<file path="src/hw/lprm_pkg.sv">
package lprm_pkg;

    localparam int  CLK_PERIOD_NS   = 10;
    localparam int  FREEZE_LIMIT_NS = 1000;
    // Longest allowed latency rounds down to whole cycles.
    localparam int  FREEZE_LIMIT_CYC = FREEZE_LIMIT_NS / CLK_PERIOD_NS;
    localparam int  SYNC_STAGES     = 3;
    localparam int  IO_COUNT        = 8;
    localparam int  STATE_WIDTH     = 16;
    localparam logic FREEZE_ACTIVE  = 1'b0;

    typedef enum logic [1:0] {
        LPRM_ACTIVE,
        LPRM_ENTER,
        LPRM_FROZEN,
        LPRM_EXIT
    } lprm_mode_e;

endpackage

</file>
<file path="src/hw/lprm_pin_if.sv">
`timescale 1ns/1ns
interface lprm_pin_if;
    logic freeze_req;
    logic frozen;
    modport sync_end (output freeze_req);
    modport ctrl_end (input freeze_req, output frozen);
endinterface

</file>
<file path="src/hw/lprm_ctrl.sv">
`timescale 1ns/1ns
module lprm_ctrl #(
    parameter int IO_COUNT    = lprm_pkg::IO_COUNT,
    parameter int STATE_WIDTH = lprm_pkg::STATE_WIDTH
) (
    // Clock and reset
    input  wire logic                   clk,
    input  wire logic                   sys_rst,
    // Freeze pin and its use
    input  wire logic                   freeze_n_in,
    input  wire logic                   freeze_enable,
    output logic                        freeze_pin_user,
    output logic                        freeze_level_core,
    // Status
    output logic                        frozen,
    output logic                        core_clk_en,
    // Retained core state
    input  wire logic [STATE_WIDTH-1:0] core_next_state,
    output logic [STATE_WIDTH-1:0]      core_state,
    // I/O configuration
    input  wire logic [IO_COUNT-1:0]    io_tristate_sel,
    input  wire logic [IO_COUNT-1:0]    io_pull_en,
    input  wire logic [IO_COUNT-1:0]    io_pull_up,
    // User I/O drive
    input  wire logic [IO_COUNT-1:0]    user_out,
    input  wire logic [IO_COUNT-1:0]    user_oe,
    input  wire logic [IO_COUNT-1:0]    pad_in,
    output logic [IO_COUNT-1:0]         pad_out,
    output logic [IO_COUNT-1:0]         pad_oe,
    output logic [IO_COUNT-1:0]         pad_pull_up,
    output logic [IO_COUNT-1:0]         pad_pull_dn,
    output logic [IO_COUNT-1:0]         core_in
);
    lprm_pin_if pin_bus ();
    logic                  sync_level;
    lprm_pkg::lprm_mode_e  mode;
    lprm_pkg::lprm_mode_e  next_mode;

    lprm_sync u_sync (
        .clk     (clk),
        .sys_rst (sys_rst),
        .pin_in  (freeze_n_in),
        .level   (sync_level)
    );

    assign pin_bus.freeze_req = freeze_enable && (sync_level == lprm_pkg::FREEZE_ACTIVE);

    // Entry and exit each take two state steps, far inside the latency limit.
    always_comb begin
        next_mode = mode;
        unique case (mode)
            lprm_pkg::LPRM_ACTIVE: if (pin_bus.freeze_req) next_mode = lprm_pkg::LPRM_ENTER;
            lprm_pkg::LPRM_ENTER:  next_mode = lprm_pkg::LPRM_FROZEN;
            lprm_pkg::LPRM_FROZEN: if (!pin_bus.freeze_req) next_mode = lprm_pkg::LPRM_EXIT;
            lprm_pkg::LPRM_EXIT:   next_mode = lprm_pkg::LPRM_ACTIVE;
        endcase
    end

    wire hold_now  = (next_mode == lprm_pkg::LPRM_FROZEN) || (next_mode == lprm_pkg::LPRM_EXIT);
    wire [IO_COUNT-1:0] next_oe = hold_now ? (pad_oe & ~io_tristate_sel) : user_oe;

    assign pin_bus.frozen = (mode == lprm_pkg::LPRM_FROZEN);

    always_ff @(posedge clk) begin
        if (sys_rst) begin
            mode              <= lprm_pkg::LPRM_ACTIVE;
            frozen            <= 1'b0;
            core_clk_en       <= 1'b1;
            core_state        <= '0;
            pad_out           <= '0;
            pad_oe            <= '0;
            pad_pull_up       <= '0;
            pad_pull_dn       <= '0;
            core_in           <= '0;
            freeze_pin_user   <= 1'b1;
            freeze_level_core <= 1'b1;
        end else begin
            mode              <= next_mode;
            frozen            <= hold_now;
            core_clk_en       <= !hold_now;
            freeze_level_core <= sync_level;
            freeze_pin_user   <= freeze_enable ? 1'b1 : sync_level;
            if (!hold_now) begin
                core_state <= core_next_state;
                pad_out    <= user_out;
                core_in    <= pad_in;
            end
            pad_oe      <= next_oe;
            pad_pull_up <= hold_now ? (io_pull_en & io_pull_up) : '0;
            pad_pull_dn <= hold_now ? (io_pull_en & ~io_pull_up) : '0;
        end
    end
endmodule // lprm_ctrl

</file>
<file path="src/hw/lprm_sync.sv">
`timescale 1ns/1ns
module lprm_sync (
    // Clock and reset
    input  wire logic clk,
    input  wire logic sys_rst,
    // Raw pin
    input  wire logic pin_in,
    // Filtered level
    output logic      level
);
    logic [lprm_pkg::SYNC_STAGES-1:0] stage;
    wire agree = stage[1] == stage[2];

    // A pin change only counts once the last two stages agree.
    always_ff @(posedge clk) begin
        if (sys_rst) begin
            stage <= {lprm_pkg::SYNC_STAGES{1'b1}};
            level <= 1'b1;
        end else begin
            stage <= {stage[lprm_pkg::SYNC_STAGES-2:0], pin_in};
            if (agree) begin
                level <= stage[2];
            end
        end
    end
endmodule // lprm_sync

</file>
<file path="config.mk">
export PLATFORM = sky130hd
export DESIGN_NAME = lprm_ctrl
export DESIGN_NICKNAME = d
export VERILOG_FILES = /design/src/hw/lprm_pkg.sv /design/src/hw/lprm_pin_if.sv /design/src/hw/lprm_ctrl.sv /design/src/hw/lprm_sync.sv
export SDC_FILE = /design/constraint.sdc
export NUM_CORES = 1
export LEC_CHECK = 0
export ABC_AREA = 1
export CAP_MARGIN = 20
export CORE_MARGIN = 2
export CORE_UTILIZATION = 60
export DETAILED_ROUTE_END_ITERATION = 16
export DONT_BUFFER_PORTS = 1
export HOLD_SLACK_MARGIN = 0.15
export PLACE_DENSITY = 0.79
export RECOVER_POWER = 25
export SYNTH_ARGS = -nofsm -noshare
export SYNTH_HDL_FRONTEND = slang
export SYNTH_SLANG_ARGS = --single-unit
</file>
<file path="constraint.sdc">
create_clock -name clk -period 1.5 [get_ports clk]
set_clock_uncertainty 0.05 [all_clocks]
set_input_delay 0.225 -clock clk [delete_from_list [all_inputs] [get_ports clk]]
set_output_delay 0.225 -clock clk [all_outputs]
set_load 0.01 [all_outputs]
</file>
# Yosys cells after proc, flatten, opt, wreduce, memory -nomap -nowiden
# Cells that the tools add are included.
# op_classes
bitwise	7
muxes	4
n_reduce_logical	6
eq_ne	6
# op_table
cell	count
8-bit AND	3
8-bit inverter	2
2-bit == test, second input constant	4
8-bit 2-to-1 mux	1
2-bit case mux with 4 select lines	1
2-bit 2-to-1 mux	2
2-bit OR reduction	2
2-bit by 1-bit == test with 1-bit output, second input constant	1
2-bit zero test	1
1-bit inverter	2
1-bit == test	1
1-bit logical AND	1
1-bit zero test	1
1-bit logical OR	1
# word_totals
register_bits	66
in_bits	68

# Longest topological paths before layout
# Gate-level depths: netlist of the first run.
# logic_depth
depth_word	8
ltp_mapped	7

# Modules after synthesis
# A second synthesis of the first run with hierarchy kept.
# hier_totals
cells_unflattened	260
hier_area_um2	2230.9
# by_module_without_submodules
module	cells_per_inst	area_each_um2	seq_area_each_um2	n_inst
lprm_ctrl	245	2102.0	1221.2	1
lprm_sync	15	128.9	80.1	1

# Least setup slack after synthesis of the first run
# OpenSTA, ideal clock, no wires.
# synth_path
path_type	flip-flop to flip-flop
start	register frozen (netlist name)
end	register pad_oe[6]
required_time_ns	1.327
slack_ns	0.134
path_buffers	2
path_stages_with_launch	8
synth_period_minus_slack_ns	1.366
arrival_time_ns	1.193
cell_sequence	dfxtp_1 inv_1 ha_1 buf_4 inv_2 buf_4 nand3_1 o31ai_4
# synth_lines
element	line_no	rtl
to (signal assigned)	lprm_ctrl.sv:88	pad_oe <= next_oe;
to (decl)	lprm_ctrl.sv:29	output logic [IO_COUNT-1:0] pad_oe,

# Final worst setup path of the first run
# layout_path
start	register mode[0]
end	register pad_oe[2]
# layout_between
elab_chain_cells	5
elab_cells_between_ends	11
# layout_lines
element	line_no	rtl
from (decl)	lprm_ctrl.sv:36	lprm_pkg::lprm_mode_e mode;
from (signal assigned)	lprm_ctrl.sv:66	mode <= lprm_pkg::LPRM_ACTIVE;
from (signal assigned)	lprm_ctrl.sv:78	mode <= next_mode;
2-bit == test (tied with other cells)	lprm_ctrl.sv:51	unique case (mode)
2-bit case mux with 4 select lines (*)	lprm_ctrl.sv:51	
2-bit == test	lprm_ctrl.sv:59	wire hold_now = (next_mode == lprm_pkg::LPRM_FROZEN) || (next_mode == lprm_pkg::LPRM_EXIT);
1-bit logical OR (*)	lprm_ctrl.sv:59	
via hold_now	lprm_ctrl.sv:59	
8-bit 2-to-1 mux (*)	lprm_ctrl.sv:60	wire [IO_COUNT-1:0] next_oe = hold_now ? (pad_oe & ~io_tristate_sel) : user_oe;
# The timed path passes the listed nets; every way through them passes the cells marked *.
# A chain may end at the register's enable or synchronous reset.

==> metrics.log, run 1 <==
INFO  metric die_outline_area = 4180 sq um
INFO  metric tightest_slew = 0.266 ns
INFO  metric global_route_wire_length_before_repair = 9.93 mm
INFO  metric vias_per_cell = 5.37
INFO  metric dpl.hpwl = 3.05 mm
INFO  metric drt-initial-drc-count = 167
INFO  metric count_of_distinct_cell_types_in_the_synthesized_netlist = 20
INFO  metric ctsLongestPathBuffers = 2
INFO  metric synth_ff_type = sky130_fd_sc_hd__dfxtp_1
INFO  metric wire_per_inst = 17.0 um
INFO  metric cellLeakagePower = 1.32 nW
INFO  metric final_min_period_over_clock_period = 96.2%
INFO  metric cts_tree = done
INFO  metric reg2reg_from = mode[0]
INFO  metric cts-root-buf = sky130_fd_sc_hd__clkbuf_8
INFO  metric grt_antenna_before_repair = 0
INFO  metric power.switching = 0.000814 W
INFO  metric critical_path.reg2reg.endpoint = pad_oe[2]
INFO  metric cts_setup_buffers = 0
INFO  metric finalMaxSlewViolations = 0
INFO  metric design.core.area = 3610 sq um
INFO  metric timing.max_slew.rel_slack = 82.1%
INFO  metric timing.critical_path.arrival = 1.59 ns
INFO  metric mappedNetlistArea = 2210 sq um
INFO  metric drt.antenna.violating_nets = 0
INFO  metric design.final.nets = 395
INFO  metric totalWireLength = 6.42 mm
INFO  metric clkSinkCount = 65
INFO  metric core.rowCount = 22
INFO  metric filler_cell_count = 170
INFO  metric final_cell_count_no_fill = 378
INFO  metric synthesis.yosys.warnings = 0
INFO  metric outcome = completed
INFO  metric area_growth_syn_to_fin = 43.8%
INFO  metric final_setup_violation_count = 0
INFO  metric synth-seq-area-share = 59.0%
INFO  metric r2r_slack = 0.06 ns
INFO  metric insertion_delay = 0.32 ns
INFO  metric postSynthNetCount = 326
INFO  metric setup.worst_path.end_class = flop
INFO  metric power_share_of_the_clock_group = 43.4%
INFO  metric grt_pass1_vias = 2052
INFO  metric post-place-cells = 294
INFO  metric postSynthAreaPerCell = 8.62 sq um
INFO  metric start_util = 61.2%
INFO  metric min_period = 1.44 ns
INFO  metric synthDominantAreaCellType = sky130_fd_sc_hd__dfxtp_1
INFO  metric tritoncts.num_buffers = 9
INFO  metric drv_cap = 0
INFO  metric synthCells = 256
INFO  metric antenna-diode-count = 0
INFO  metric grt.overflow.total = 0
INFO  metric r2r_cells = 6
INFO  metric die_w = 64.6 um
INFO  metric cellInternalPower = 0.00298 W
INFO  metric sequentialPowerShare = 49.3%
INFO  metric timing.hold.worst_endpoint = u_sync.stage[1]
INFO  metric fmax = 693 MHz
INFO  metric crit_path_max_fanout = 16
INFO  metric power.density_cell_area = 1190 nW/um^2
INFO  metric via_count = 2030
INFO  metric first_pass_iters = 4
INFO  metric post-synth-top-count-cell = sky130_fd_sc_hd__nand2_1
INFO  metric placement.io_buffers = 0
INFO  metric drc_errors = 0
INFO  metric post_synth_most_frequent_cells = sky130_fd_sc_hd__nand2_1, sky130_fd_sc_hd__dfxtp_1, sky130_fd_sc_hd__a21oi_1
INFO  metric combinationalPowerShare = 7.4%
INFO  metric h-tree-depth = 3
INFO  metric vdd_drop_max = 0.815 mV
INFO  metric gp_congestion = 0.697
INFO  metric synth_enable_flop_cells = 0
INFO  metric swShare = 21.5%
INFO  metric drive_gt1_share = 9.70%
INFO  metric hold_path_depth = 1
INFO  metric grt_start_max_net_pins = 38
INFO  metric criticalPathCategory = flop to flop
INFO  metric postSynth.asyncResetShare = 0%
INFO  metric hp-start = u_sync.stage[0]
INFO  metric synth-seq-cells = 65
INFO  metric category_of_the_worst_setup_path_launch_point = flop
INFO  metric worst_hold_class = flop to flop
INFO  metric path_clk_slew = 0.06 ns
INFO  metric die_h = 64.6 um
INFO  metric synth_top_area_share = 59.0%
INFO  metric total_power = 0.00379 W
INFO  metric ys_top_cells_by_area = sky130_fd_sc_hd__dfxtp_1, sky130_fd_sc_hd__nand2_1, sky130_fd_sc_hd__a21oi_1, sky130_fd_sc_hd__nor2_1, sky130_fd_sc_hd__o31ai_1
INFO  metric finalHoldViolations = 0
INFO  metric grt_usage = 31.7%
INFO  metric pin_count = 128
INFO  metric cp.required = 1.65 ns
cell type report:
type / instances / area, sq um / area share (%)
clock buffers: 11 / 151 / 4.77
clock inverters: 5 / 77.6 / 2.44
inverters: 15 / 63.8 / 2.01
multi-input cells: 162 / 761 / 24.0
flip-flops and latches: 65 / 1300 / 41.0
well taps: 48 / 60.1 / 1.89
repair buffers: 72 / 758 / 23.9
routing by layer:
| layer | track usage (%) | vias up | share of wire (%) |
|---|---|---|---|
| met4 | 13.6 | 0 | 1.9 |
| met5 | 0 | - | 0 |
| li1 | - | 954 | - |
| met1 | 34.4 | 957 | 35 |
| met3 | 7.64 | 13 | 7.0 |
| met2 | 58.6 | 106 | 56 |
metrics by stage:
stage | util, % | setup WS, ns | TNS, ns | area, sq um | hold slack [ns]
2_1_floorplan | - | 0.134 | 0 | 2210 | 0.247
3_3_place_gp | 62.0 | 0.127 | 0 | 2230 | 0.247
3_5_place_dp | 62.0 | 0.0725 | 0 | 2230 | 0.249
4_1_cts | 87.5 | 0.0625 | 0 | 3150 | 0.361
5_1_grt | 88.0 | -0.0207 | -0.0273 | 3170 | 0.372
6_report | 88.0 | 0.0570 | 0 | 3170 | 0.359
layout by cell type, fill, tap and decap left out:
master	count
sky130_fd_sc_hd__or2_1	1
sky130_fd_sc_hd__dlygate4sd3_1	67
sky130_fd_sc_hd__buf_4	1
sky130_fd_sc_hd__a21oi_1	34
sky130_fd_sc_hd__nor2_1	18
sky130_fd_sc_hd__clkbuf_8	11
sky130_fd_sc_hd__inv_2	1
sky130_fd_sc_hd__inv_1	12
sky130_fd_sc_hd__clkinvlp_4	1
sky130_fd_sc_hd__o31ai_2	1
sky130_fd_sc_hd__or2_2	3
sky130_fd_sc_hd__inv_4	1
sky130_fd_sc_hd__nand2_2	1
sky130_fd_sc_hd__clkinv_2	2
sky130_fd_sc_hd__nand2_8	1
sky130_fd_sc_hd__ha_2	1
sky130_fd_sc_hd__o21ai_0	1
sky130_fd_sc_hd__nand2_1	84
sky130_fd_sc_hd__nand3_1	9
sky130_fd_sc_hd__inv_6	1
sky130_fd_sc_hd__bufinv_16	2
sky130_fd_sc_hd__o31ai_1	6
sky130_fd_sc_hd__ha_1	1
sky130_fd_sc_hd__dfxtp_1	65
sky130_fd_sc_hd__buf_12	4
sky130_fd_sc_hd__o31ai_4	1
critical path: stages, from the launching register on:
cell	delay, ns
sky130_fd_sc_hd__dfxtp_1	0.31
sky130_fd_sc_hd__inv_1	0.07
sky130_fd_sc_hd__ha_2	0.43
sky130_fd_sc_hd__inv_2	0.10
sky130_fd_sc_hd__buf_12	0.16
sky130_fd_sc_hd__nand3_1	0.10
sky130_fd_sc_hd__o31ai_1	0.10
repair_timing:
action	4_1_cts	5_1_grt
setup endpoints to repair	0	15
hold buffers	68	0
gates resized for setup	0	4
hold endpoints to repair	64	0
kinds of logic after synthesis:
group | share of synthesized area [%]
AOI/OAI and AO/OA | 11.3
adders and majority gates | 1.13
buffers and inverters | 7.26
DFF | 59.0
and+or+nand+nor | 21.3
sequential cells by signal (all words and copies together) (netlist names), 3 cells and up:
register and flops:
core_state 16, core_in 8, pad_oe 8, pad_out 8, pad_pull_dn 8, pad_pull_up 8, u_sync.stage 3
power by group through the flow:
stage	combinational, W	sequential (W)	clock [W]
floorplan	0.0000935	0.00189	0
global route	0.000302	0.00187	0.00176
CTS	0.000257	0.00186	0.00166
finish	0.000279	0.00187	0.00164
global placement	0.0000825	0.00190	0
detailed placement	0.0000892	0.00190	0
how the worst max path moves through the flow:
| stage | start | end | slack, ns |
|---|---|---|---|
| after floorplan | frozen | pad_oe[6] | 0.13 |
| after global placement | mode[0] | pad_pull_dn[7] | 0.13 |
| after detailed placement | mode[0] | pad_pull_dn[4] | 0.07 |
| after CTS | frozen | pad_pull_dn[1] | 0.06 |
| after global routing | mode[0] | core_state[1] | -0.02 |
| final | mode[0] | pad_oe[2] | 0.06 |
(Power assumes the default switching activity.)
==> run 2: changes to the inputs <==
Settings changed: CELL_PAD_IN_SITES_DETAIL_PLACEMENT set to 2, CELL_PAD_IN_SITES_GLOBAL_PLACEMENT set to 2, CORE_UTILIZATION 60 to 32, HOLD_SLACK_MARGIN 0.15 to 0.03.
==> metrics.log, run 2 (synthesized netlist as in run 1, its figures left out) <==
INFO  metric grt_antenna_before_repair = 0
INFO  metric cts_setup_buffers = 0
INFO  metric power_share_of_the_clock_group = 42.8%
INFO  metric swShare = 23.1%
INFO  metric placement.io_buffers = 0
INFO  metric gp_congestion = 0.643
INFO  metric die_outline_area = 7570 sq um
INFO  metric global_route_wire_length_before_repair = 11.8 mm
INFO  metric power.density_cell_area = 1160 nW/um^2
INFO  metric grt_setup_unrepaired = no
INFO  metric finalMaxSlewViolations = 0
INFO  metric design.core.area = 6720 sq um
INFO  metric fmax = 714 MHz
INFO  metric path_cells = dlygate4sd3_1 -> or2_2 -> dlygate4sd3_1
INFO  metric drt.antenna.violating_nets = 0
INFO  metric min_period = 1.40 ns
INFO  metric largest_reg_flops = 16
INFO  metric path_clk_slew = 0.08 ns
INFO  metric criticalPathCategory = primary input to flop
INFO  metric core.rowCount = 30
INFO  metric vdd_drop_max = 0.492 mV
INFO  metric reg2reg_from = mode[0]
INFO  metric drv_cap = 0
INFO  metric hp-start = user_oe[6]
INFO  metric most_used_cell_cp = sky130_fd_sc_hd__dlygate4sd3_1
INFO  metric design.final.nets = 399
INFO  metric final_cell_mix = sky130_fd_sc_hd__nand2_1, sky130_fd_sc_hd__dlygate4sd3_1, sky130_fd_sc_hd__dfxtp_1
INFO  metric setup-tns-final = 0 ns
INFO  metric timing.max_slew.rel_slack = 72.4%
INFO  metric combinationalPowerShare = 7.3%
INFO  metric grt_pass1_vias = 2300
INFO  metric layout.cells.most_common = sky130_fd_sc_hd__nand2_1
INFO  metric insertion_delay = 0.33 ns
INFO  metric drc_errors = 0
INFO  metric registers.top_by_ff_count = core_state
INFO  metric via_count = 2002
INFO  metric crit_path_max_fanout = 1
INFO  metric final_min_period_over_clock_period = 93.3%
INFO  metric totalWireLength = 7.74 mm
INFO  metric worst_hold_class = primary input to flop
INFO  metric placed_area = 2260 sq um
INFO  metric final_setup_violation_count = 0
INFO  metric die_h = 87.0 um
INFO  metric finalHoldViolations = 0
INFO  metric pin_count = 128
INFO  metric worst_path_max_delay_cell = sky130_fd_sc_hd__dlygate4sd3_1
INFO  metric category_of_the_worst_setup_path_launch_point = primary input
INFO  metric tritoncts.num_buffers = 9
INFO  metric setup.worst_path.end_class = flop
INFO  metric clkSinkCount = 65
INFO  metric power.switching = 0.000863 W
INFO  metric drt-initial-drc-count = 45
INFO  metric outcome = completed
INFO  metric grt_usage = 20.8%
INFO  metric final.hold.worst_slack = 0.0417 ns
INFO  metric antenna-diode-count = 0
INFO  metric dpl.hpwl = 4.14 mm
INFO  metric critical_path.top_delay_family = buffers and inverters
INFO  metric start_util = 32.8%
INFO  metric cts-root-buf = sky130_fd_sc_hd__clkbuf_8
INFO  metric final_area = 3220 sq um
INFO  metric path_buf_inv = 2
INFO  metric area_growth_syn_to_fin = 45.9%
INFO  metric grt_start_max_net_pins = 34
INFO  metric cp.required = 1.67 ns
INFO  metric cellInternalPower = 0.00288 W
INFO  metric ctsLongestPathBuffers = 2
INFO  metric h-tree-depth = 3
INFO  metric wire_per_inst = 18.7 um
INFO  metric cts_tree = done
INFO  metric total_power = 0.00374 W
INFO  metric grt.overflow.total = 0
INFO  metric critical-path-max-stage-delay = 0.55 ns
INFO  metric tightest_slew = 0.412 ns
INFO  metric critPathLaunch = freeze_n_in
INFO  metric sequentialPowerShare = 49.9%
INFO  metric first_pass_iters = 4
INFO  metric die_w = 87.0 um
INFO  metric drive_gt1_share = 10.2%
INFO  metric vias_per_cell = 4.84
INFO  metric cellLeakagePower = 1.33 nW
INFO  metric timing.critical_path.arrival = 1.57 ns
[run 2: changes by cell type in the layout (fill, tap and decap cells not counted), moves of 2 or more]
cell | before | now
sky130_fd_sc_hd__buf_4 | 1 | 3
sky130_fd_sc_hd__clkbuf_8 | 11 | 9
sky130_fd_sc_hd__clkinv_2 | 2 | 5
sky130_fd_sc_hd__dlygate4sd3_1 | 67 | 69
[run 2: power by group through the flow]
| stage | clock (W) | combinational, W | sequential, W |
|---|---|---|---|
| after floorplan | 0 | 0.0000935 | 0.00189 |
| after global placement | 0 | 0.0000842 | 0.00190 |
| after detailed placement | 0 | 0.0000918 | 0.00191 |
| after CTS | 0.00162 | 0.000262 | 0.00187 |
| after global routing | 0.00173 | 0.000303 | 0.00188 |
| final | 0.00160 | 0.000273 | 0.00187 |
[run 2: timing repair]
item                       CTS  global route
hold buffers                70             0
gates resized for setup      0             9
hold endpoints to repair    63             0
setup endpoints to repair    0            45
[run 2: worst paths after layout]
| path | end | slack (ns) | cells after the start |
|---|---|---|---|
| max | u_sync.stage[0] | 0.10 | 3 |
| min | pad_oe[6] | 0.04 | 2 |
| max reg2reg | core_state[9] | 0.14 | 6 |
| min reg2reg | core_state[6] | 0.46 | 2 |
[run 2: cell type report]
| class | instances | area (sq um) |
|---|---|---|
| clock inverters | 7 | 85.1 |
| clock buffers | 9 | 124 |
| flip-flops and latches | 65 | 1300 |
| well taps | 80 | 100 |
| fillers | 718 | 3500 |
| repair buffers | 76 | 785 |
| inverters | 15 | 62.6 |
| multi-input cells | 162 | 762 |
[run 2: metal layers]
layer	vias up	part of all wire, %	track usage [%]
li1	957	-	-
met1	957	36	20.1
met2	81	55	40.0
met3	7	8.0	7.20
met4	0	1.1	7.95
met5	-	0	0
[run 2: metrics by stage]
| step | setup slack (ns) | std cells | util [%] |
|---|---|---|---|
| 2_1_floorplan | 0.134 | 256 | - |
| 3_3_place_gp | 0.119 | 328 | 33.7 |
| 3_5_place_dp | 0.0449 | 328 | 33.7 |
| 4_1_cts | 0.00000699 | 414 | 47.4 |
| 5_1_grt | 0.0182 | 414 | 47.9 |
| 6_report | 0.100 | 414 | 47.9 |
[run 2: worst register-to-register path, stage by stage, from the launching register on]
cell                      delay (ns)
sky130_fd_sc_hd__dfxtp_1        0.30
sky130_fd_sc_hd__inv_1          0.15
sky130_fd_sc_hd__ha_4           0.27
sky130_fd_sc_hd__inv_4          0.11
sky130_fd_sc_hd__buf_12         0.17
sky130_fd_sc_hd__nand2_1        0.08
sky130_fd_sc_hd__a21oi_1        0.16
==> run 3: changes to the inputs <==
Settings changed: SYNTH_HIERARCHICAL set to 1.
==> metrics.log, run 3 <==
INFO  metric post_synth_most_frequent_cells = sky130_fd_sc_hd__nand2_1, sky130_fd_sc_hd__dfxtp_1, sky130_fd_sc_hd__a21oi_1
INFO  metric area_growth_syn_to_fin = 42.5%
INFO  metric crit_path_max_fanout = 10
INFO  metric dpl.hpwl = 4.09 mm
INFO  metric design.core.area = 6760 sq um
INFO  metric finalMaxSlewViolations = 0
INFO  metric timing.critical_path.arrival = 1.52 ns
INFO  metric synthDominantAreaCellType = sky130_fd_sc_hd__dfxtp_1
INFO  metric largest_reg_flops = 16
INFO  metric drive_gt1_share = 8.36%
INFO  metric synth_top_area_share = 58.3%
INFO  metric path_cells = inv_1 -> ha_4 -> inv_4 -> buf_4 -> nand3_1 -> o31ai_4
INFO  metric die_h = 87.5 um
INFO  metric die_outline_area = 7660 sq um
INFO  metric grt_usage = 18.9%
INFO  metric path_buf_inv = 3
INFO  metric drv_cap = 0
INFO  metric post-place-cells = 332
INFO  metric setup.worst_path.end_class = flop
INFO  metric synthesis.yosys.warnings = 6
INFO  metric die_w = 87.5 um
INFO  metric via_count = 2002
INFO  metric ys_top_cells_by_area = sky130_fd_sc_hd__dfxtp_1, sky130_fd_sc_hd__nand2_1, sky130_fd_sc_hd__a21oi_1, sky130_fd_sc_hd__nor2_1, sky130_fd_sc_hd__inv_1
INFO  metric finalHoldViolations = 0
INFO  metric tritoncts.num_buffers = 9
INFO  metric fmax = 742 MHz
INFO  metric synth_ff_type = sky130_fd_sc_hd__dfxtp_1
INFO  metric category_of_the_worst_setup_path_launch_point = flop
INFO  metric postSynthNetCount = 330
INFO  metric critical_path.top_delay_family = adder cells
INFO  metric cellLeakagePower = 1.32 nW
INFO  metric insertion_delay = 0.33 ns
INFO  metric start_util = 33.0%
INFO  metric highest-signal-layer = met4
INFO  metric cts-root-buf = sky130_fd_sc_hd__clkbuf_8
INFO  metric design.final.nets = 400
INFO  metric pin_count = 128
INFO  metric criticalPathCategory = flop to flop
INFO  metric grt_pass1_vias = 2150
INFO  metric critical-path-max-stage-delay = 0.35 ns
INFO  metric grt.overflow.total = 0
INFO  metric post-synth-top-count-cell = sky130_fd_sc_hd__nand2_1
INFO  metric ctsLongestPathBuffers = 2
INFO  metric totalWireLength = 7.12 mm
INFO  metric antenna-diode-count = 0
INFO  metric power.density_cell_area = 1140 nW/um^2
INFO  metric registers.top_by_ff_count = core_state
INFO  metric global_route_wire_length_before_repair = 10.9 mm
INFO  metric post-route-util = 47.1%
INFO  metric core.rowCount = 30
INFO  metric post-route-worst-setup-slack = 0.153 ns
INFO  metric vias_per_cell = 4.82
INFO  metric final.hold.worst_slack = 0.0587 ns
INFO  metric synth_enable_flop_cells = 0
INFO  metric outcome = completed
INFO  metric cts_setup_buffers = 0
INFO  metric drc_errors = 0
INFO  metric mappedNetlistArea = 2230 sq um
INFO  metric count_of_distinct_cell_types_in_the_synthesized_netlist = 19
INFO  metric grt_setup_unrepaired = no
INFO  metric route.met3.wl = 640 um
INFO  metric synthCells = 260
INFO  metric worst_path_max_delay_cell = sky130_fd_sc_hd__ha_4
INFO  metric synth-seq-cells = 65
INFO  metric layout.cells.most_common = sky130_fd_sc_hd__nand2_1
INFO  metric placement.io_buffers = 0
INFO  metric final_min_period_over_clock_period = 89.8%
INFO  metric postSynth.asyncResetShare = 0%
INFO  metric final_setup_violation_count = 0
INFO  metric grt_antenna_before_repair = 0
INFO  metric drt.antenna.violating_nets = 0
INFO  metric clkSinkCount = 65
INFO  metric wire_per_inst = 17.1 um
INFO  metric postSynthAreaPerCell = 8.58 sq um
INFO  metric worst_hold_class = primary input to flop
INFO  metric vdd_drop_max = 0.528 mV
INFO  metric h-tree-depth = 3
INFO  metric cp.required = 1.67 ns
INFO  metric wl_met1 = 2.67 mm
INFO  metric path_clk_slew = 0.07 ns
INFO  metric first_pass_iters = 4
INFO  metric drt-initial-drc-count = 41
INFO  metric final_cell_count_no_fill = 415
INFO  metric gp_congestion = 0.691
INFO  metric wl_met2 = 3.71 mm
INFO  metric min_period = 1.35 ns
INFO  metric timing.max_slew.rel_slack = 83.2%
INFO  metric final_cell_mix = sky130_fd_sc_hd__nand2_1, sky130_fd_sc_hd__dlygate4sd3_1, sky130_fd_sc_hd__dfxtp_1
INFO  metric cts_tree = done
INFO  metric tightest_slew = 0.249 ns
INFO  metric worst_setup_timing_slack_at_the_placement_stage = -0.0226 ns
INFO  metric synth-seq-area-share = 58.3%
INFO  metric grt_start_max_net_pins = 38
[run 3: changes by cell type after synthesis, sizes merged]
| cell | before | now |
|---|---|---|
| nand2 | 86 | 90 |
| inv | 15 | 17 |
| a21oi | 34 | 33 |
| buf | 12 | 11 |
| clkinv | 0 | 1 |
| nor2 | 18 | 19 |
| o21ai | 1 | 0 |
| or2 | 4 | 3 |
[run 3: through the flow]
step	setup TNS, ns	total power, W	instance area, sq um
CTS	0	0.00366	3160
floorplan	0	0.00198	2230
detailed placement	-0.0313	0.00200	2280
global placement	0	0.00199	2280
finish	0	0.00361	3180
global route	0	0.00378	3180
[run 3: cell families (layout without fill, tap and decap cells)]
logic type,Yosys count,count (layout),share of synthesized area (%)
AOI/OAI and AO/OA,41,41,10.7
and+or+nand+nor,121,121,22.0
DFF,65,65,58.3
adders and majority gates,2,2,1.12
buffers and inverters,31,106,7.80
[run 3: final timing paths]
| check | startpoint | end | slack (ns) | depth (start not counted) |
|---|---|---|---|---|
| min reg2reg | u_sync/stage[0] | u_sync/stage[1] | 0.36 | 1 |
| max reg2reg | mode[0] | pad_oe[6] | 0.15 | 6 |
| max | mode[0] | pad_oe[6] | 0.15 | 6 |
| min | sys_rst | freeze_level_core | 0.06 | 2 |
[run 3: final cells by class]
class | instances | area, sq um
fillers | 747 | 3580
flip-flops and latches | 65 | 1300
inverters | 18 | 77.6
multi-input cells | 164 | 766
repair buffers | 72 | 738
clock buffers | 11 | 141
clock inverters | 5 | 55.1
well taps | 80 | 100
[run 3: per-layer routing]
layer,vias to the layer above,global-route usage [%]
li1,955,-
met1,958,19.6
met4,0,7.97
met3,8,7.39
met2,81,33.7
met5,-,0
[run 3: where the power goes]
group,switching [W],total (W),internal [W]
clock,0.000673,0.00148,0.000808
sequential,0.0000751,0.00187,0.00179
combinational,0.000106,0.000268,0.000161
total,0.000854,0.00361,0.00276
[run 3: what timing repair did]
| item | in CTS | in global routing |
|---|---|---|
| setup endpoints to repair | 4 | 20 |
| hold buffers | 67 | 0 |
| hold endpoints to repair | 62 | 0 |
| gates resized for setup | 1 | 3 |
